## config.mk

```make
export PLATFORM = sky130hd
export DESIGN_NAME = smc_mode_ctrl
export DESIGN_NICKNAME = d
export VERILOG_FILES = /design/src/verilog/smc_pkg.sv /design/src/verilog/smc_mode_ctrl.sv /design/src/verilog/smc_sync.sv
export SDC_FILE = /design/constraint.sdc
export NUM_CORES = 1
export LEC_CHECK = 0
export ABC_CLOCK_PERIOD_IN_PS = 2700
export BUFFER_PORTS_ARGS = -buffer_cell sky130_fd_sc_hd__buf_2
export CAP_MARGIN = 20
export CORE_ASPECT_RATIO = 0.6
export CORE_MARGIN = 3
export CORE_UTILIZATION = 59
export DETAILED_ROUTE_END_ITERATION = 6
export MAX_ROUTING_LAYER = met4
export PLACE_DENSITY_LB_ADDON = 0.2
export SYNTH_ARGS = -nofsm -noshare
export SYNTH_HDL_FRONTEND = slang
export SYNTH_SLANG_ARGS = --single-unit
```

## constraint.sdc

```tcl
create_clock -name I_CORE_CLK -period 2.7 [get_ports I_CORE_CLK]
set_input_delay 0.27 -clock I_CORE_CLK [delete_from_list [all_inputs] [get_ports I_CORE_CLK]]
set_output_delay 0.27 -clock I_CORE_CLK [all_outputs]
set_load 0.02 [all_outputs]
```

## src/verilog/smc_pkg.sv

```systemverilog
// Package with mode encodings, configuration codes, reset-cause codes and timing constants.
package smc_pkg;

  // ---------------------------------------------------------------------------
  // Operating modes
  // ---------------------------------------------------------------------------
  typedef enum logic [3:0] {
    SMC_CONFIG,
    SMC_POWERUP,
    SMC_RESET,
    SMC_STARTUP,
    SMC_NORMAL,
    SMC_STANDBY,
    SMC_SLEEP,
    SMC_FLASH,
    SMC_FAILSAFE,
    SMC_SHUTDOWN
  } smc_mode_t;

  // ---------------------------------------------------------------------------
  // Mode request codes carried by a watchdog service or mode command
  // ---------------------------------------------------------------------------
  localparam logic [2:0] REQ_NORMAL = 3'h0;
  localparam logic [2:0] REQ_STANDBY = 3'h1;
  localparam logic [2:0] REQ_SLEEP = 3'h2;
  localparam logic [2:0] REQ_FLASH = 3'h3;
  localparam logic [2:0] REQ_RESET = 3'h4;
  localparam logic [2:0] REQ_CONFIG = 3'h5;
  localparam logic [2:0] REQ_FAILSAFE = 3'h6;
  localparam logic [2:0] REQ_FLASH_EXIT = 3'h7;

  // ---------------------------------------------------------------------------
  // Reset cause codes
  // ---------------------------------------------------------------------------
  localparam logic [2:0] CAUSE_NONE = 3'h0;
  localparam logic [2:0] CAUSE_POWERUP = 3'h1;
  localparam logic [2:0] CAUSE_EXTERNAL = 3'h2;
  localparam logic [2:0] CAUSE_FLASH_ENTRY = 3'h3;
  localparam logic [2:0] CAUSE_FLASH_EXIT = 3'h4;
  localparam logic [2:0] CAUSE_SPI_RESET = 3'h5;
  localparam logic [2:0] CAUSE_BAD_MODE = 3'h6;
  localparam logic [2:0] CAUSE_WATCHDOG = 3'h7;

  // ---------------------------------------------------------------------------
  // Configuration codes: {fail-safe only on second failure, fail-safe entry}
  // ---------------------------------------------------------------------------
  localparam logic [1:0] CFG_1 = 2'h0;
  localparam logic [1:0] CFG_2 = 2'h1;
  localparam logic [1:0] CFG_3 = 2'h2;
  localparam logic [1:0] CFG_4 = 2'h3;

  // ---------------------------------------------------------------------------
  // Timing
  // ---------------------------------------------------------------------------
  localparam int CLK_HZ = 40000000;
  localparam int POWERUP_TIMEOUT_US = 10000;
  localparam int RESET_PULSE_TIME_US = 2000;
  localparam int CLAMP_DETECT_TIME_US = 8000;
  localparam int SYNC_RESET_VALUE = 0;
  localparam logic [1:0] SYNC_INIT = 2'h0;

  // Least times round up to whole cycles.
  function automatic int us_to_cycles(input int us);
    longint prod;
    prod = longint'(us) * longint'(CLK_HZ);
    return int'((prod + 64'd999999) / 64'd1000000);
  endfunction

endpackage

```

## src/verilog/smc_mode_ctrl.sv

```systemverilog
// Operating-mode controller: power-up, reset, start-up, normal, standby and sleep sequencing.
`timescale 1ns/1ps
module smc_mode_ctrl import smc_pkg::*; #(
  parameter int POWERUP_CYCLES = us_to_cycles(POWERUP_TIMEOUT_US),
  parameter int RESET_CYCLES = us_to_cycles(RESET_PULSE_TIME_US),
  parameter int CLAMP_CYCLES = us_to_cycles(CLAMP_DETECT_TIME_US)
) (
  input wire logic I_CORE_CLK,
  input wire logic I_RESET,
  input wire logic I_MID_POR_OK,
  input wire logic I_MID_UV,
  input wire logic I_SUPPLY_ABOVE_RESET,
  input wire logic I_SUPPLY_ABOVE_FAIL,
  input wire logic I_SUPPLY_ABOVE_HIGHEST_RESET,
  input wire logic I_THERMAL_SHUTDOWN,
  input wire logic I_MCU_RESET_LINE_N_IN,
  input wire logic I_DEV_CFG_PIN,
  input wire logic I_CFG_PIN,
  input wire logic I_FAST_FSO,
  input wire logic I_LOCAL_WAKE,
  input wire logic I_BUS_WAKE,
  input wire logic I_TIMER_WAKE,
  input wire logic I_WD_MISSED,
  input wire logic I_SPI_WRITE,
  input wire logic I_SPI_WRITE_IS_MODE,
  input wire logic [2:0] I_SPI_MODE_REQ,
  input wire logic I_WD_SERVICE_OK,
  input wire logic I_WD_ON_REQ,
  input wire logic I_CYCLIC_WAKE_EN,
  input wire logic I_CAN_WAKE_EN,
  input wire logic I_LIN_WAKE_EN,
  input wire logic I_IRQ_PENDING,
  output logic O_MAIN_SUPPLY_OUTPUT_EN,
  output logic O_AUX_REGULATOR_OUTPUT_EN,
  input wire logic I_AUX_REQ,
  output logic O_BUS_PASSIVE,
  output logic O_CAN_TX_ALLOWED,
  output logic O_FORCE_TRANSCEIVER_NORMAL,
  output logic O_WAKE_DETECT_EN,
  output logic O_FORCE_ALL_WAKEUPS,
  output logic O_SPI_EN,
  output logic O_SPI_WRITE_ACCEPT,
  output logic O_MCU_RESET_LINE_N_OUT,
  output logic O_MCU_RESET_LINE_N_OE,
  output logic O_SUPPLY_UNDERVOLTAGE_OUT_N,
  output logic O_RECEIVE_DATA_FORCE_HIGH,
  output logic O_INTERRUPT_REQUEST_N,
  output logic [1:0] O_WD_MODE,
  output logic O_FAILSAFE_OUTPUTS,
  output logic O_FAILURE_LATCHED_FLAG,
  output logic O_CLAMP_LOW_FLAG,
  output logic [2:0] O_RESET_CAUSE,
  output logic [3:0] O_MODE
);

  // ---------------------------------------------------------------------------
  // Input synchronisation
  // ---------------------------------------------------------------------------

  localparam int NSYNC = 14;
  logic [NSYNC-1:0] async_in;
  logic [NSYNC-1:0] sync_in;
  logic por_ok, mid_uv, above_res, above_fail, above_high, tsd, rst_line;
  logic dev_pin, cfg_pin, wu, bw, tw, wd_missed, fast_fso;

  // Comparators and pins are asynchronous to the core clock.
  assign async_in = {I_MID_POR_OK, I_MID_UV, I_SUPPLY_ABOVE_RESET, I_SUPPLY_ABOVE_FAIL,
                     I_SUPPLY_ABOVE_HIGHEST_RESET, I_THERMAL_SHUTDOWN, I_MCU_RESET_LINE_N_IN,
                     I_DEV_CFG_PIN, I_CFG_PIN, I_LOCAL_WAKE, I_BUS_WAKE, I_TIMER_WAKE,
                     I_WD_MISSED, I_FAST_FSO};

  smc_sync #(.WIDTH(NSYNC)) u_sync (
    .i_clk(I_CORE_CLK),
    .i_reset(I_RESET),
    .i_async(async_in),
    .o_sync(sync_in)
  );

  assign {por_ok, mid_uv, above_res, above_fail, above_high, tsd, rst_line,
          dev_pin, cfg_pin, wu, bw, tw, wd_missed, fast_fso} = sync_in;

  // ---------------------------------------------------------------------------
  // State
  // ---------------------------------------------------------------------------

  smc_mode_t mode_q;
  smc_mode_t mode_d;
  logic [31:0] timer_q;
  logic dev_q;
  logic [1:0] cfg_q;
  logic fsi_q;
  logic clamp_q;
  logic aux_q;
  logic wd_miss_seen_q;
  logic [2:0] cause_q;
  logic [2:0] cause_d;
  logic rst_ext_low;
  logic any_wake;
  logic nothing_enabled;
  logic failsafe_by_clamp;
  logic extreset_startup;
  logic [1:0] wd_mode_d;

  // Device is itself driving the line low only in reset-like modes.
  assign rst_ext_low = ~rst_line && (mode_q == SMC_STARTUP || mode_q == SMC_NORMAL ||
                                     mode_q == SMC_STANDBY || mode_q == SMC_FLASH);
  assign any_wake = wu | bw;
  assign nothing_enabled = ~I_WD_ON_REQ & ~I_CYCLIC_WAKE_EN & ~I_CAN_WAKE_EN & ~I_LIN_WAKE_EN;
  assign failsafe_by_clamp = ~dev_q && (cfg_q == CFG_2 || cfg_q == CFG_4);
  assign extreset_startup = rst_ext_low && mode_q == SMC_STARTUP && ~dev_q;

  function automatic logic supply_active(input smc_mode_t m);
    return m == SMC_NORMAL || m == SMC_STANDBY || m == SMC_RESET ||
           m == SMC_STARTUP || m == SMC_FLASH;
  endfunction

  // ---------------------------------------------------------------------------
  // Next-mode decision
  // ---------------------------------------------------------------------------

  // Evaluated once per clock; priority runs shut-down, undervoltage, then requests.
  always_comb begin
    mode_d = mode_q;
    cause_d = cause_q;
    if (!por_ok) begin
      mode_d = SMC_SHUTDOWN;
    end else if (supply_active(mode_q) && !above_res) begin
      mode_d = SMC_POWERUP;
    end else begin
      case (mode_q)
        SMC_SHUTDOWN: begin
          mode_d = SMC_CONFIG;
        end
        SMC_CONFIG: begin
          mode_d = SMC_POWERUP;
        end
        SMC_POWERUP: begin
          if (above_res) begin
            mode_d = SMC_RESET;
            cause_d = CAUSE_POWERUP;
          end else if (tsd) begin
            mode_d = SMC_FAILSAFE;
          end else if (timer_q >= 32'(POWERUP_CYCLES) && !above_fail) begin
            mode_d = SMC_FAILSAFE;
          end
        end
        SMC_RESET: begin
          if (timer_q >= 32'(RESET_CYCLES) && rst_line) begin
            mode_d = SMC_STARTUP;
          end else if (clamp_q && failsafe_by_clamp) begin
            mode_d = SMC_FAILSAFE;
          end
        end
        SMC_STARTUP: begin
          if (rst_ext_low) begin
            mode_d = SMC_RESET;
            cause_d = CAUSE_EXTERNAL;
          end else if (I_SPI_WRITE && I_SPI_WRITE_IS_MODE && I_WD_SERVICE_OK) begin
            if (I_SPI_MODE_REQ == REQ_NORMAL) begin
              mode_d = SMC_NORMAL;
            end else if (I_SPI_MODE_REQ == REQ_FLASH) begin
              mode_d = dev_q ? SMC_FLASH : SMC_RESET;
              cause_d = dev_q ? cause_q : CAUSE_FLASH_ENTRY;
            end else if (I_SPI_MODE_REQ == REQ_CONFIG) begin
              mode_d = SMC_CONFIG;
            end else if (!dev_q) begin
              mode_d = SMC_RESET;
              cause_d = CAUSE_BAD_MODE;
            end
          end else if (wd_missed && !dev_q) begin
            // Development configuration keeps start-up on a missed service.
            mode_d = (cfg_q == CFG_2 || cfg_q == CFG_4) ? SMC_FAILSAFE : SMC_RESET;
            cause_d = CAUSE_WATCHDOG;
          end
        end
        SMC_NORMAL, SMC_STANDBY, SMC_FLASH: begin
          if (rst_ext_low) begin
            mode_d = SMC_RESET;
            cause_d = CAUSE_EXTERNAL;
          end else if (I_SPI_WRITE && I_SPI_WRITE_IS_MODE) begin
            case (I_SPI_MODE_REQ)
              REQ_NORMAL: mode_d = (mode_q == SMC_FLASH) ? mode_q : SMC_NORMAL;
              REQ_STANDBY: mode_d = (mode_q == SMC_NORMAL) ? SMC_STANDBY : mode_q;
              REQ_SLEEP: mode_d = (mode_q == SMC_NORMAL) ? SMC_SLEEP : mode_q;
              REQ_CONFIG: mode_d = (mode_q == SMC_NORMAL) ? SMC_CONFIG : mode_q;
              REQ_FAILSAFE: mode_d = dev_q ? SMC_FAILSAFE : SMC_RESET;
              default: mode_d = SMC_RESET;
            endcase
            if (mode_d == SMC_RESET) begin
              case (I_SPI_MODE_REQ)
                REQ_RESET: cause_d = CAUSE_SPI_RESET;
                REQ_FLASH: cause_d = CAUSE_FLASH_ENTRY;
                REQ_FLASH_EXIT: cause_d = CAUSE_FLASH_EXIT;
                default: cause_d = CAUSE_BAD_MODE;
              endcase
            end
          end else if (wd_missed && !dev_q) begin
            mode_d = (cfg_q == CFG_2 || cfg_q == CFG_4) ? SMC_FAILSAFE : SMC_RESET;
            cause_d = CAUSE_WATCHDOG;
          end
        end
        SMC_SLEEP: begin
          if (any_wake) begin
            mode_d = SMC_POWERUP;
          end else if (mid_uv) begin
            mode_d = SMC_SHUTDOWN;
          end
        end
        SMC_FAILSAFE: begin
          if (tsd) begin
            mode_d = SMC_FAILSAFE;
          end else if (any_wake) begin
            mode_d = SMC_POWERUP;
          end
        end
        default: mode_d = SMC_SHUTDOWN;
      endcase
    end
  end

  // ---------------------------------------------------------------------------
  // Mode, timer and cause registers
  // ---------------------------------------------------------------------------

  // The timer restarts on every mode change, so each mode times itself.
  always_ff @(posedge I_CORE_CLK) begin
    if (I_RESET) begin
      mode_q <= SMC_SHUTDOWN;
      timer_q <= 32'h0;
      cause_q <= CAUSE_NONE;
    end else begin
      mode_q <= mode_d;
      cause_q <= cause_d;
      if (mode_d != mode_q) begin
        timer_q <= 32'h0;
      end else if (timer_q != 32'hffffffff) begin
        timer_q <= timer_q + 32'h1;
      end
    end
  end

  // Configuration is latched only in configuration mode and held afterwards.
  always_ff @(posedge I_CORE_CLK) begin
    if (I_RESET) begin
      dev_q <= 1'b0;
      cfg_q <= CFG_1;
    end else if (mode_q == SMC_CONFIG) begin
      dev_q <= dev_pin;
      cfg_q <= {~fast_fso, ~cfg_pin};
    end
  end

  // Clamp flag and failure latch; a new event wins over clearing, which is on start-up for the clamp and a serviced write in normal for the latch.
  always_ff @(posedge I_CORE_CLK) begin
    if (I_RESET) begin
      clamp_q <= 1'b0;
      fsi_q <= 1'b0;
      wd_miss_seen_q <= 1'b0;
    end else begin
      if (mode_q == SMC_RESET && !rst_line && timer_q >= 32'(CLAMP_CYCLES)) begin
        clamp_q <= 1'b1;
      end else if (mode_q == SMC_STARTUP) begin
        clamp_q <= 1'b0;
      end
      if (wd_missed && !dev_q && supply_active(mode_q) && mode_q != SMC_RESET) begin
        wd_miss_seen_q <= 1'b1;
      end
      // Config 1 fails on first miss; config 3 needs a second one.
      if (extreset_startup) begin
        fsi_q <= 1'b1;
      end else if (mode_q == SMC_RESET && clamp_q && !dev_q) begin
        fsi_q <= 1'b1;
      end else if (wd_missed && !dev_q && supply_active(mode_q) &&
                   (cfg_q == CFG_1 || cfg_q == CFG_2 || wd_miss_seen_q)) begin
        fsi_q <= 1'b1;
      end else if (mode_q == SMC_FAILSAFE) begin
        fsi_q <= 1'b1;
      end else if (mode_q == SMC_NORMAL && I_SPI_WRITE && I_SPI_WRITE_IS_MODE && I_WD_SERVICE_OK) begin
        fsi_q <= 1'b0;
      end
    end
  end

  // Auxiliary regulator holds its state in power-up and reset, follows its request in start-up, normal, standby and flash, and clears elsewhere.
  always_ff @(posedge I_CORE_CLK) begin
    if (I_RESET) begin
      aux_q <= 1'b0;
    end else if (mode_q == SMC_SLEEP || mode_q == SMC_SHUTDOWN || mode_q == SMC_CONFIG ||
                 mode_q == SMC_FAILSAFE) begin
      aux_q <= 1'b0;
    end else if (mode_q == SMC_STARTUP || mode_q == SMC_NORMAL || mode_q == SMC_STANDBY ||
                 mode_q == SMC_FLASH) begin
      aux_q <= I_AUX_REQ;
    end
  end

  // ---------------------------------------------------------------------------
  // Registered outputs
  // ---------------------------------------------------------------------------

  always_comb begin
    case (mode_d)
      SMC_STARTUP, SMC_FLASH: wd_mode_d = 2'h1;
      SMC_NORMAL: wd_mode_d = 2'h2;
      SMC_STANDBY: wd_mode_d = I_WD_ON_REQ ? 2'h1 : 2'h0;
      default: wd_mode_d = 2'h0;
    endcase
  end

  // Mode-dependent outputs follow the next mode so that they change with the mode itself; the flags follow their registers.
  always_ff @(posedge I_CORE_CLK) begin
    if (I_RESET) begin
      O_MAIN_SUPPLY_OUTPUT_EN <= 1'b0;
      O_AUX_REGULATOR_OUTPUT_EN <= 1'b0;
      O_BUS_PASSIVE <= 1'b1;
      O_CAN_TX_ALLOWED <= 1'b0;
      O_FORCE_TRANSCEIVER_NORMAL <= 1'b0;
      O_WAKE_DETECT_EN <= 1'b0;
      O_FORCE_ALL_WAKEUPS <= 1'b0;
      O_SPI_EN <= 1'b0;
      O_SPI_WRITE_ACCEPT <= 1'b0;
      O_MCU_RESET_LINE_N_OUT <= 1'b0;
      O_MCU_RESET_LINE_N_OE <= 1'b1;
      O_SUPPLY_UNDERVOLTAGE_OUT_N <= 1'b0;
      O_RECEIVE_DATA_FORCE_HIGH <= 1'b1;
      O_INTERRUPT_REQUEST_N <= 1'b1;
      O_WD_MODE <= 2'h0;
      O_FAILSAFE_OUTPUTS <= 1'b0;
      O_FAILURE_LATCHED_FLAG <= 1'b0;
      O_CLAMP_LOW_FLAG <= 1'b0;
      O_RESET_CAUSE <= CAUSE_NONE;
      O_MODE <= 4'h0;
    end else begin
      O_MAIN_SUPPLY_OUTPUT_EN <= supply_active(mode_d) || mode_d == SMC_POWERUP;
      O_AUX_REGULATOR_OUTPUT_EN <= aux_q && mode_d != SMC_SLEEP && mode_d != SMC_FAILSAFE;
      O_BUS_PASSIVE <= !(mode_d == SMC_STARTUP || mode_d == SMC_NORMAL ||
                         mode_d == SMC_STANDBY || mode_d == SMC_FLASH);
      O_CAN_TX_ALLOWED <= mode_d == SMC_NORMAL || mode_d == SMC_FLASH ||
                          (mode_d == SMC_STARTUP && dev_q);
      O_FORCE_TRANSCEIVER_NORMAL <= dev_q && (mode_d == SMC_STARTUP || mode_d == SMC_FLASH);
      O_WAKE_DETECT_EN <= !(mode_d == SMC_POWERUP || mode_d == SMC_RESET ||
                            mode_d == SMC_CONFIG || mode_d == SMC_SHUTDOWN);
      O_FORCE_ALL_WAKEUPS <= ((mode_d == SMC_STANDBY) && nothing_enabled) ||
                             ((mode_d == SMC_SLEEP) && !I_CAN_WAKE_EN && !I_LIN_WAKE_EN) ||
                             mode_d == SMC_FAILSAFE;
      O_SPI_EN <= mode_d == SMC_STARTUP || mode_d == SMC_NORMAL ||
                  mode_d == SMC_STANDBY || mode_d == SMC_FLASH;
      O_SPI_WRITE_ACCEPT <= !(mode_d == SMC_STARTUP && fsi_q && !I_SPI_WRITE_IS_MODE) &&
                            (mode_d == SMC_STARTUP || mode_d == SMC_NORMAL ||
                             mode_d == SMC_STANDBY || mode_d == SMC_FLASH);
      // Open drain: drive low only when asserting reset, otherwise release.
      O_MCU_RESET_LINE_N_OUT <= 1'b0;
      O_MCU_RESET_LINE_N_OE <= !(mode_d == SMC_STARTUP || mode_d == SMC_NORMAL ||
                                 mode_d == SMC_STANDBY || mode_d == SMC_FLASH ||
                                 (mode_d == SMC_RESET && timer_q >= 32'(RESET_CYCLES)));
      O_SUPPLY_UNDERVOLTAGE_OUT_N <= supply_active(mode_d) && above_high;
      O_RECEIVE_DATA_FORCE_HIGH <= !(mode_d == SMC_STARTUP || mode_d == SMC_NORMAL ||
                                     mode_d == SMC_STANDBY || mode_d == SMC_FLASH);
      O_INTERRUPT_REQUEST_N <= !((mode_d == SMC_NORMAL || mode_d == SMC_FLASH || mode_d == SMC_STARTUP) &&
                                 I_IRQ_PENDING) &&
                               !(mode_d == SMC_STANDBY && (I_IRQ_PENDING || any_wake || tw));
      O_WD_MODE <= wd_mode_d;
      O_FAILSAFE_OUTPUTS <= fsi_q && !dev_q;
      O_FAILURE_LATCHED_FLAG <= fsi_q;
      O_CLAMP_LOW_FLAG <= clamp_q;
      O_RESET_CAUSE <= cause_d;
      O_MODE <= 4'(mode_d);
    end
  end

  initial begin
    if (RESET_CYCLES < 1 || POWERUP_CYCLES < 1 || CLAMP_CYCLES <= RESET_CYCLES) begin
      $error("smc_mode_ctrl timing parameters out of range");
    end
  end

endmodule

```

## src/verilog/smc_sync.sv

```systemverilog
// Two-flip-flop synchroniser for a vector of asynchronous levels.
`timescale 1ns/1ps
module smc_sync import smc_pkg::*; #(
  parameter int WIDTH = 1
) (
  input wire logic i_clk,
  input wire logic i_reset,
  input wire logic [WIDTH-1:0] i_async,
  output logic [WIDTH-1:0] o_sync
);

  logic [WIDTH-1:0] meta_q;

  // -------------------------------------------------------------------------
  // Capture stages
  // -------------------------------------------------------------------------

  // The first stage is read only by the second to contain metastability.
  always_ff @(posedge i_clk) begin
    if (i_reset) begin
      meta_q <= '0;
      o_sync <= '0;
    end else begin
      meta_q <= i_async;
      o_sync <= meta_q;
    end
  end

  initial begin
    if (WIDTH < 1) begin
      $error("smc_sync needs WIDTH of at least one");
    end
  end

endmodule

```

== After elaboration in Yosys (flattened, before gate mapping) ==
Cells that the tools add are included.
Word-level totals
  register bits: 95
  bits of input ports: 28
  output and inout bits: 26
  logic and storage cells: 236
Cells by class
  add/sub/neg operators: 1
  magnitude comparators: 3
  equality and inequality tests: 39
  mux-type cells: 57
  bitwise logic cells: 13
  reductions and logical operators: 95
Operator list (count)
  $mux W4: 31
  $ge A32 B19 Y1 const B: 2
  $mux W3: 13
  $logic_and A1 B1 Y1: 37
  $logic_or A1 B1 Y1: 33
  $add A32 B1 Y32 const B: 1
  $eq A4 B3 Y1 const B: 8
  $ge A32 B17 Y1 const B: 1
  $ne A32 B32 Y1 const B: 1
  $pmux W4 S8: 1
  $eq A4 B2 Y1 const B: 5
  $pmux W4 S5: 1
  $pmux W3 S3: 2
  $eq A4 B4 Y1 const B: 4
  $ne A5 B5 Y1 const B: 3
  $logic_not A1 Y1: 13
  $eq A3 B3 Y1 const B: 4
  $ne A4 B4 Y1 const B: 3
  $not A1 Y1: 9
  $reduce_and A9 Y1: 1
  $eq A4 B1 Y1 const B: 2
  $logic_not A4 Y1: 2
  $mux W1: 8
  $eq A3 B2 Y1 const B: 2
  other kinds (17): 21

== Longest topological paths before layout ==
Gate-level depths: netlist of run 1.
  word-level depth: 20
  depth in mapped cells: 10
  depth with buffers taken out: 8

== By module ==
A second synthesis of run 1 with hierarchy kept.
Unflattened totals
  cell total of the unflattened synthesis: 559
  area total of the unflattened synthesis: 5014.8 µm²
Modules (own cells, without submodules)
  smc_mode_ctrl: times used 1, cells each 501, area each 4236.6 µm², seq. area each 1301.2 µm²
  smc_sync: times used 1, cells each 58, area each 778.2 µm², seq. area each 560.5 µm²

== Worst setup path after synthesis of run 1 ==
OpenSTA, ideal clock, no wires.
  path kind: reg2reg
  start: register u_sync.o_sync[3]
  end: register timer_q[0]
  library setup time: 0.134 ns
  arrival time: 2.299 ns
  data required time: 2.566 ns
  path slack: 0.267 ns
  cell stages (with the launch flop): 10
  path buffers: 2
  clock period less this slack: 2.433 ns
  path through: dfxtp_1 > o311ai_1 > a211oi_1 > a211o_1 > or4_4 > buf_6 > o21a_1 > o2111ai_4 > buf_6 > nor3_2
On the way
  longest elaborated chain between the ends: 8
  elaborated cells between the ends (all ways): 9
  classes of those cells: eq/ne: 1; mux: 6; bitwise: 1; reduce/logical: 1
RTL lines
  start: declaration: RTL line smc_sync.sv:9  | output logic [WIDTH-1:0] o_sync
  start signal: assignment: RTL line smc_sync.sv:25  | o_sync <= meta_q;
  $or A1 B1 Y1 *: RTL line smc_mode_ctrl.sv:107  | assign any_wake = wu | bw;
  $mux W4: RTL line smc_mode_ctrl.sv:212  | end else if (any_wake) begin
  $mux W4: RTL line smc_mode_ctrl.sv:210  | if (tsd) begin
  $pmux W4 S8 *: RTL line smc_mode_ctrl.sv:130  | case (mode_q)
  $mux W4 *: RTL line smc_mode_ctrl.sv:127  | end else if (supply_active(mode_q) && !above_res) begin
  $mux W4 *: RTL line smc_mode_ctrl.sv:125  | if (!por_ok) begin
  $ne A4 B4 Y1 *: RTL line smc_mode_ctrl.sv:234  | if (mode_d != mode_q) begin
  $reduce_or A2 Y1 (no line) *
  end signal: assignment: RTL line smc_mode_ctrl.sv:237  | timer_q <= timer_q + 32'h1;
  end: declaration: RTL line smc_mode_ctrl.sv:88  | logic [31:0] timer_q;
Every way passes the cells marked *; elsewhere a longest branch is shown, timed or not.
A chain may end at the register's enable or synchronous reset.

== Worst setup path after layout of run 1 ==
  start: register mode_q[0]
  end: register timer_q[22]
On the way
  longest elaborated chain between the ends: 15
  elaborated cells between the ends (all ways): 53
  classes of those cells: eq/ne: 10; mux: 31; reduce/logical: 12
RTL lines
  start: declaration: RTL line smc_mode_ctrl.sv:86  | smc_mode_t mode_q;
  start signal: assignment: RTL line smc_mode_ctrl.sv:232  | mode_q <= mode_d;
  $eq A4 B3 Y1, on equally long branches
  $mux W4, on equally long branches
  $pmux W4 S5: RTL line smc_mode_ctrl.sv:181  | case (I_SPI_MODE_REQ)
  $mux W4: RTL line smc_mode_ctrl.sv:180  | end else if (I_SPI_WRITE && I_SPI_WRITE_IS_MODE) begin
  $mux W4: RTL line smc_mode_ctrl.sv:177  | if (rst_ext_low) begin
  $mux W4: RTL line smc_mode_ctrl.sv:130
  $mux W4: RTL line smc_mode_ctrl.sv:127
  $mux W4: RTL line smc_mode_ctrl.sv:125
  $mux W4: RTL line smc_mode_ctrl.sv:180
  $mux W4: RTL line smc_mode_ctrl.sv:177
  $pmux W4 S8: RTL line smc_mode_ctrl.sv:130
  $mux W4: RTL line smc_mode_ctrl.sv:127
  $mux W4: RTL line smc_mode_ctrl.sv:125
  $ne A4 B4 Y1 *: RTL line smc_mode_ctrl.sv:234
  $reduce_or A2 Y1 (no line) *
Every way passes the cells marked *; elsewhere a longest branch is shown, timed or not. The select of a mux whose other input is x is not followed.

==> results of run 1 <==
synthesized netlist by cell type, types with 7 or more instances:
master	number
and3_1	7
nand3_1	24
buf_2	10
nand4_1	13
xor2_1	14
a211oi_1	8
nor3_2	30
dfxtp_1	93
buf_6	8
nor2b_1	38
nor4_1	15
nand2b_1	11
xnor2_1	17
o21ai_0	15
a21oi_1	26
nand2_1	33
inv_1	17
nor2_1	35
nor3_1	13
clkbuf_1	8
metrics by stage:
| step | setup WS [ns] | power, mW |
|---|---|---|
| after floorplan | 0.267 | 1.59 |
| after global placement | 0.0657 | 1.67 |
| after detailed placement | 0.0327 | 1.68 |
| after CTS | 0.0100 | 2.90 |
| after global routing | -0.0271 | 3.01 |
| final | 0.0623 | 2.91 |
timing repair:
action	in CTS	in global routing
setup endpoints to repair	2	42
pin swaps	0	1
resized for setup	2	17
setup buffers	0	1
gates cloned	0	2
layout by cell type, fill, tap and decap left out, types with 4 or more instances in the layout:
cell type	Yosys	layout
dfxtp_1	93	89
buf_4	6	60
buf_2	10	52
nor2b_1	38	38
nor2_1	35	34
nand2_1	33	33
nor3_2	30	30
a21oi_1	26	25
nand3_1	24	24
inv_1	17	17
xnor2_1	17	17
o21ai_0	15	15
nor4_1	15	14
xor2_1	14	14
nor3_1	13	13
nand4_1	13	13
nand2b_1	11	11
clkbuf_16	0	10
a211oi_1	8	8
and3_1	7	7
buf_12	0	7
or2_2	6	6
dfxtp_2	0	4
nand3b_1	4	4
a311oi_1	4	4
nand4b_1	4	4
a221oi_1	4	4
o311ai_1	3	4
o31ai_1	4	4
and2_1	4	4
a31oi_1	4	4
flip-flops by register name (all words and copies together), names as in the netlist, 2 cells and up:
register       flops
cfg_q              2
u_sync.meta_q     14
mode_q             2
cause_q            3
O_MODE             4
timer_q           32
u_sync.o_sync     14
O_WD_MODE          2
final cells by class:
cell class | count | share of cell area (%)
clock buffers | 9 | 3.66
clock inverters | 7 | 1.08
inverters | 17 | 1.04
multi-input cells | 415 | 47.2
flip-flops and latches | 93 | 30.4
well taps | 108 | 2.20
repair buffers | 121 | 14.4
worst max-delay path by stage:
stage | startpoint | endpoint | slack [ns] | depth (start not counted)
2_1_floorplan | u_sync.o_sync[3] | timer_q[0] | 0.27 | 9
3_3_place_gp | mode_q[0] | timer_q[7] | 0.07 | 9
3_5_place_dp | mode_q[0] | timer_q[7] | 0.03 | 9
4_1_cts | O_MODE[1] | timer_q[7] | 0.01 | 9
5_1_grt | timer_q[27] | timer_q[28] | -0.03 | 9
6_report | mode_q[0] | timer_q[22] | 0.06 | 11
power by group through the flow:
| stage | logic, mW | registers [mW] | clock network, mW |
|---|---|---|---|
| 2_1_floorplan | 0.146 | 1.44 | 0 |
| 3_3_place_gp | 0.224 | 1.45 | 0 |
| 3_5_place_dp | 0.228 | 1.45 | 0 |
| 4_1_cts | 0.230 | 1.42 | 1.25 |
| 5_1_grt | 0.272 | 1.42 | 1.32 |
| 6_report | 0.253 | 1.42 | 1.24 |
worst reg2reg max path: stages (launching register included):
cell	delay, ns
dfxtp_2	0.38
buf_4	0.16
nand2b_1	0.17
buf_4	0.15
nor3_1	0.31
o311a_1	0.29
nor2_2	0.10
or3_2	0.48
o2111ai_4	0.13
buf_12	0.15
buf_12	0.15
nor3_2	0.06
kinds of logic (layout without fill, tap and decap cells):
kind of cell    Yosys count  in the layout  synth area share [%]
mux                       1              1                 0.200
xor+xnor                 31             31                  5.43
other cells               1              1                0.0751
simple gates            267            267                  33.3
compound gates          113            113                  16.7
buf+inv                  54            154                  6.54
flops                    93             93                  37.3
fa+ha+maj                 2              2                 0.501
per-layer routing:
metal  global-route usage [%]  routed length, um  vias to the layer above
li1                         -                  -                     2221
met1                     45.1               6760                     2253
met2                     42.9               6060                      270
met3                     8.14               1610                       29
met4                     8.53                222                        0
met5                        -                  0                        -
==> reports/summary.txt, run 1 <==
Outcome = finished clean
Max transition margin = 46.0%
Syn_nets = 592
Maximum VDD drop = 0.445 mV
CTS tree = yes
Drt pass-1 iters = 5
Yosys top cell by area = dfxtp_1
Worst Setup Path Type = flop to flop
Final hold vios = 0
Worst Path Buf+Inv = 4
Most common flop cell mapped by yosys = dfxtp_1
Ys Warns = 0
Share of the synthesized area in the top cell type = 37.3%
Number of synthesized flops with an enable pin = 0
First-pass GRT wire length = 23400 um
WP data required = 2.94 ns
Fill cells = 563
Via density = 6.20
Clock skew = 0.00815 ns
Largest net degree at the start of global routing = 40
Cell area after layout = 6150 sq um
Max Clock Freq = 379 MHz
Min cycle time layout = 2.64 ns
Sequential fraction of the synthesis area = 37.3%
Final core occ = 76.5%
Final hold slack = 0.105 ns
WHS Path Cells = 2
Clk_lat worst skew = 0.35 ns
DIE WIDTH = 125 um
Slowest stage delay, CP = 0.48 ns
DRT antenna net count = 0
Ant. Diodes = 0
Net Sw Frac = 26.1%
Cells after DPL = 751
WL/cell = 19.0 um
Distinct cells, synth = 89
DRT iter0 DRCs = 645
Sequential Power Share = 48.6%
Initial antenna violation count = 0
Synth top area cells = dfxtp_1, nor3_2, nor2b_1
Yosys reg bits = 93
Num ports = 54
DRC = 0
GRT Residual Overflow = 0
Psw = 761 uW
Worst r2r dst = timer_q[22]
Final Slew Violations = 0
Worst path slowest cell = or3_2
Root buffer cell = clkbuf_16
# hold bufs at CTS = 0
Die height = 77.3 um
Cells after Synth = 562
Gr usage total = 31.2%
Dpl hpwl = 10800 um
Worst Hold Path EP = O_INTERRUPT_REQUEST_N
Row cnt = 25
Pint = 2.15 mW
Reg2Reg Setup Slack = 0.06 ns
MaxCap Viol Count = 0
GPL Wtd Cong = 1.03
Clk slew on worst S/H paths = 0.07 ns
Area Overhead vs Synth = 23.0%
Worst Setup Start Kind = flop
Worst min path class = input port to flop
Hold Crit Start = I_IRQ_PENDING
Clock buffer count from CTS = 9
Sink Count = 93
Wirelength, routed = 14700 um
Setup-failing EPs final = 0
Cell family with most CP delay = simple AND/OR/NAND/NOR gates
IO buf count = 52
Clk pwr share = 42.7%
DIE AREA = 9640 sq um
Initial Util = 62.1%
Clock Tree Buf Depth = 2
Fin nets = 687
CP Capture Type = flop
DP Area = 5710 sq um
Critical path fanouts, max = 12
Share of layout cells above drive strength 1 = 31.9%
Leakage power figure = 2.34 nW
Synthesized area per cell = 8.89 sq um
Synth Cell Area = 5000 sq um
Combinational share of power = 8.7%
Max H-tree Level = 3
Reg area = 1870 sq um
Worst r2r path cells = 11
Setup TNS = 0 ns
Multi-input logic area = 2900 sq um
Final Non-Filler Cells = 770
Core ar. = 8040 sq um
Final Cycle Share = 97.7%
Critical-path cell list = buf_4 > nand2b_1 > buf_4 > nor3_1 > o311a_1 > nor2_2 > or3_2 > o2111ai_4 > buf_12 > buf_12 > nor3_2
Post-synth ARST share = 0%
Power Dens Cells = 474 nW/um^2
Worst Tran Pin Value = 0.803 ns
Number of global-route vias before repair = 4480
Via count = 4773
Critical Path AT = 2.88 ns
RSZ-0062 raised after global routing = true
Critical R2R Launch = mode_q[0]
(Power assumes the default switching activity.)
==> inputs of run 2 (changes only) <==
--- a/config.mk
+++ b/config.mk
@@ -5,12 +5,12 @@
 export SDC_FILE = /design/constraint.sdc
 export NUM_CORES = 1
 export LEC_CHECK = 0
-export ABC_CLOCK_PERIOD_IN_PS = 2700
+export ABC_CLOCK_PERIOD_IN_PS = 2250
 export BUFFER_PORTS_ARGS = -buffer_cell sky130_fd_sc_hd__buf_2
 export CAP_MARGIN = 20
 export CORE_ASPECT_RATIO = 0.6
 export CORE_MARGIN = 3
-export CORE_UTILIZATION = 59
+export CORE_UTILIZATION = 53
 export DETAILED_ROUTE_END_ITERATION = 6
 export MAX_ROUTING_LAYER = met4
 export PLACE_DENSITY_LB_ADDON = 0.2
==> constraint.sdc (replaced) <==
create_clock -name I_CORE_CLK -period 2.25 [get_ports I_CORE_CLK]
set_input_delay 0.225 -clock I_CORE_CLK [delete_from_list [all_inputs] [get_ports I_CORE_CLK]]
set_output_delay 0.225 -clock I_CORE_CLK [all_outputs]
set_load 0.02 [all_outputs]
==> reports/summary.txt, run 2 (synthesis results as in run 1) <==
Critical path fanouts, max = 7 (was 12)
Via density = 6.51 (was 6.20)
Initial Util = 56.5% (was 62.1%)
Die height = 81.2 um (was 77.3 um)
Drt pass-1 iters = 6 (was 5)
Combinational share of power = 10.8% (was 8.7%)
Largest regs = timer_q: 32 flops, u_sync.meta_q: 14 flops, u_sync.o_sync: 14 flops (unchanged)
Power Dens Cells = 489 nW/um^2 (was 474 nW/um^2)
Final hold vios = 0 (unchanged)
Wirelength, routed = 19600 um (was 14700 um)
Core ar. = 8850 sq um (was 8040 sq um)
Root buffer cell = clkbuf_16 (unchanged)
GRT Residual Overflow = 0 (unchanged)
Worst Setup Start Kind = flop (unchanged)
DP Worst Slack = -0.370 ns (was 0.0327 ns)
DRC = 0 (unchanged)
WP data required = 2.50 ns (was 2.94 ns)
Clock skew = 0.0127 ns (was 0.00815 ns)
Setup TNS = -12.02 ns (was 0 ns)
Max Clock Freq = 389 MHz (was 379 MHz)
Final Cycle Share = 114% (was 97.7%)
Highest-count cells in the layout ignoring fill and taps = buf_4, dfxtp_1, buf_2 (was dfxtp_1, buf_4, buf_2)
Most common cell after layout, fill and taps aside = buf_4 (was dfxtp_1)
Share of layout cells above drive strength 1 = 48.7% (was 31.9%)
Dpl hpwl = 11500 um (was 10800 um)
Number of global-route vias before repair = 5370 (was 4480)
Worst min path class = input port to flop (unchanged)
Slowest stage delay, CP = 0.41 ns (was 0.48 ns)
Clk pwr share = 42.7% (about the same)
Largest register by flop count = timer_q (unchanged)
Worst Path Buf+Inv = 2 (was 4)
Area Overhead vs Synth = 49.3% (was 23.0%)
DIE AREA = 10700 sq um (was 9640 sq um)
Ant. Diodes = 0 (unchanged)
Worst path slowest cell = o311a_1 (was or3_2)
DP Area = 6280 sq um (was 5710 sq um)
Num ports = 54 (unchanged)
Initial antenna violation count = 0 (unchanged)
Leakage power figure = 2.89 nW (was 2.34 nW)
Gr usage total = 35.2% (was 31.2%)
Row cnt = 26 (was 25)
Max H-tree Level = 3 (unchanged)
Final Slew Violations = 0 (unchanged)
DRT iter0 DRCs = 865 (was 645)
Clk slew on worst S/H paths = 0.07 ns (about the same)
Setup WS post-layout = -0.318 ns (was 0.0623 ns)
RSZ-0062 raised after global routing = true (unchanged)
MaxCap Viol Count = 0 (unchanged)
Sink Count = 93 (unchanged)
Sequential Power Share = 46.5% (was 48.6%)
Critical-path cell list = nor4_4 > nand4b_1 > o311a_1 > nor2_2 > buf_4 > nand4_1 > o2111ai_4 > buf_6 > nor3_2 (was buf_4 > nand2b_1 > buf_4 > nor3_1 > o311a_1 > nor2_2 > or3_2 > o2111ai_4 > buf_12 > buf_12 > nor3_2)
WL/cell = 22.2 um (was 19.0 um)
CTS tree = yes (unchanged)
Psw = 988 uW (was 761 uW)
Number of flip-flops in the largest register = 32 (unchanged)
Setup-failing EPs final = 51 (was 0)
Max transition margin = 56.1% (was 46.0%)
Failing checks = setup timing
Critical Path AT = 2.81 ns (was 2.88 ns)
Outcome = finished with violations (was finished clean)
Pint = 2.66 mW (was 2.15 mW)
DRT antenna net count = 0 (unchanged)
Maximum VDD drop = 0.570 mV (was 0.445 mV)
IO buf count = 52 (unchanged)
First-pass GRT wire length = 28500 um (was 23400 um)
Clock Tree Buf Depth = 2 (unchanged)
Fin nets = 780 (was 687)
CP Capture Type = flop (unchanged)
Largest net degree at the start of global routing = 35 (was 40)
Cell area after layout = 7460 sq um (was 6150 sq um)
Tot Pwr = 3.65 mW (was 2.91 mW)
Cell family with most CP delay = simple AND/OR/NAND/NOR gates (unchanged)
Net Sw Frac = 27.1% (was 26.1%)
Via count = 5734 (was 4773)
Clk_lat worst skew = 0.36 ns (was 0.35 ns)
Min cycle time layout = 2.57 ns (was 2.64 ns)
Clock buffer count from CTS = 9 (unchanged)
DIE WIDTH = 131 um (was 125 um)
GPL Wtd Cong = 0.992 (was 1.03)
Worst Tran Pin Value = 0.655 ns (was 0.803 ns)
Worst Setup Path Type = flop to flop (unchanged)
-- run 2: changes by cell type in the layout (fill, tap and decap cells not counted), sizes merged --
cell,delta
clkinv,-1
buf,+94
-- run 2: per-stage QoR --
step                hold WS [ns]  std cells  util [%]
floorplan                  0.340        562         -
global placement           0.396        839      71.0
detailed placement         0.407        839      71.0
CTS                       0.0626        881      82.2
global route              0.0759        881      84.3
finish                    0.0750        881      84.3
-- run 2: timing repair --
item / 4_1_cts / 5_1_grt
setup endpoints to repair: 53 / 55
pin swaps: 30 / 17
buffers inserted: 28 / 5
hold buffers: 0 / 0
resized for setup: 95 / 36
-- run 2: area by class of cell --
cell class | count | area, sq um
inverter | 17 | 63.8
sequential | 93 | 1880
clock inverter | 6 | 66.3
fill | 472 | 1390
tap | 126 | 158
clock buffer | 10 | 239
timing repair buffer | 214 | 1650
multi-input combinational | 415 | 3400
-- run 2: power groups by stage --
stage               clock [mW]  combinational [mW]  sequential (mW)
floorplan                    0               0.177             1.73
global route              1.63               0.413             1.70
global placement             0               0.295             1.73
detailed placement           0               0.303             1.74
finish                    1.56               0.394             1.70
CTS                       1.55               0.359             1.69
-- run 2: final timing paths --
check                           slack (ns)  depth (start not counted)                     to        startpoint
worst max-delay path                 -0.32                          9             timer_q[1]       timer_q[31]
worst min-delay path                  0.08                          2  O_INTERRUPT_REQUEST_N     I_IRQ_PENDING
worst max register to register       -0.32                          9             timer_q[1]       timer_q[31]
worst min register to register        0.42                          1               cfg_q[1]  u_sync.o_sync[0]
-- run 2: routing by layer --
metal / GRT usage (%) / wire, um / vias up / share of wire [%]
met4: 14.4 / 1260 / 0 / 6.4
met5: - / 0 / - / 0
li1: - / - / 2414 / -
met3: 9.28 / 2360 / 163 / 12
met1: 44.2 / 7550 / 2670 / 39
met2: 54.8 / 8430 / 487 / 43
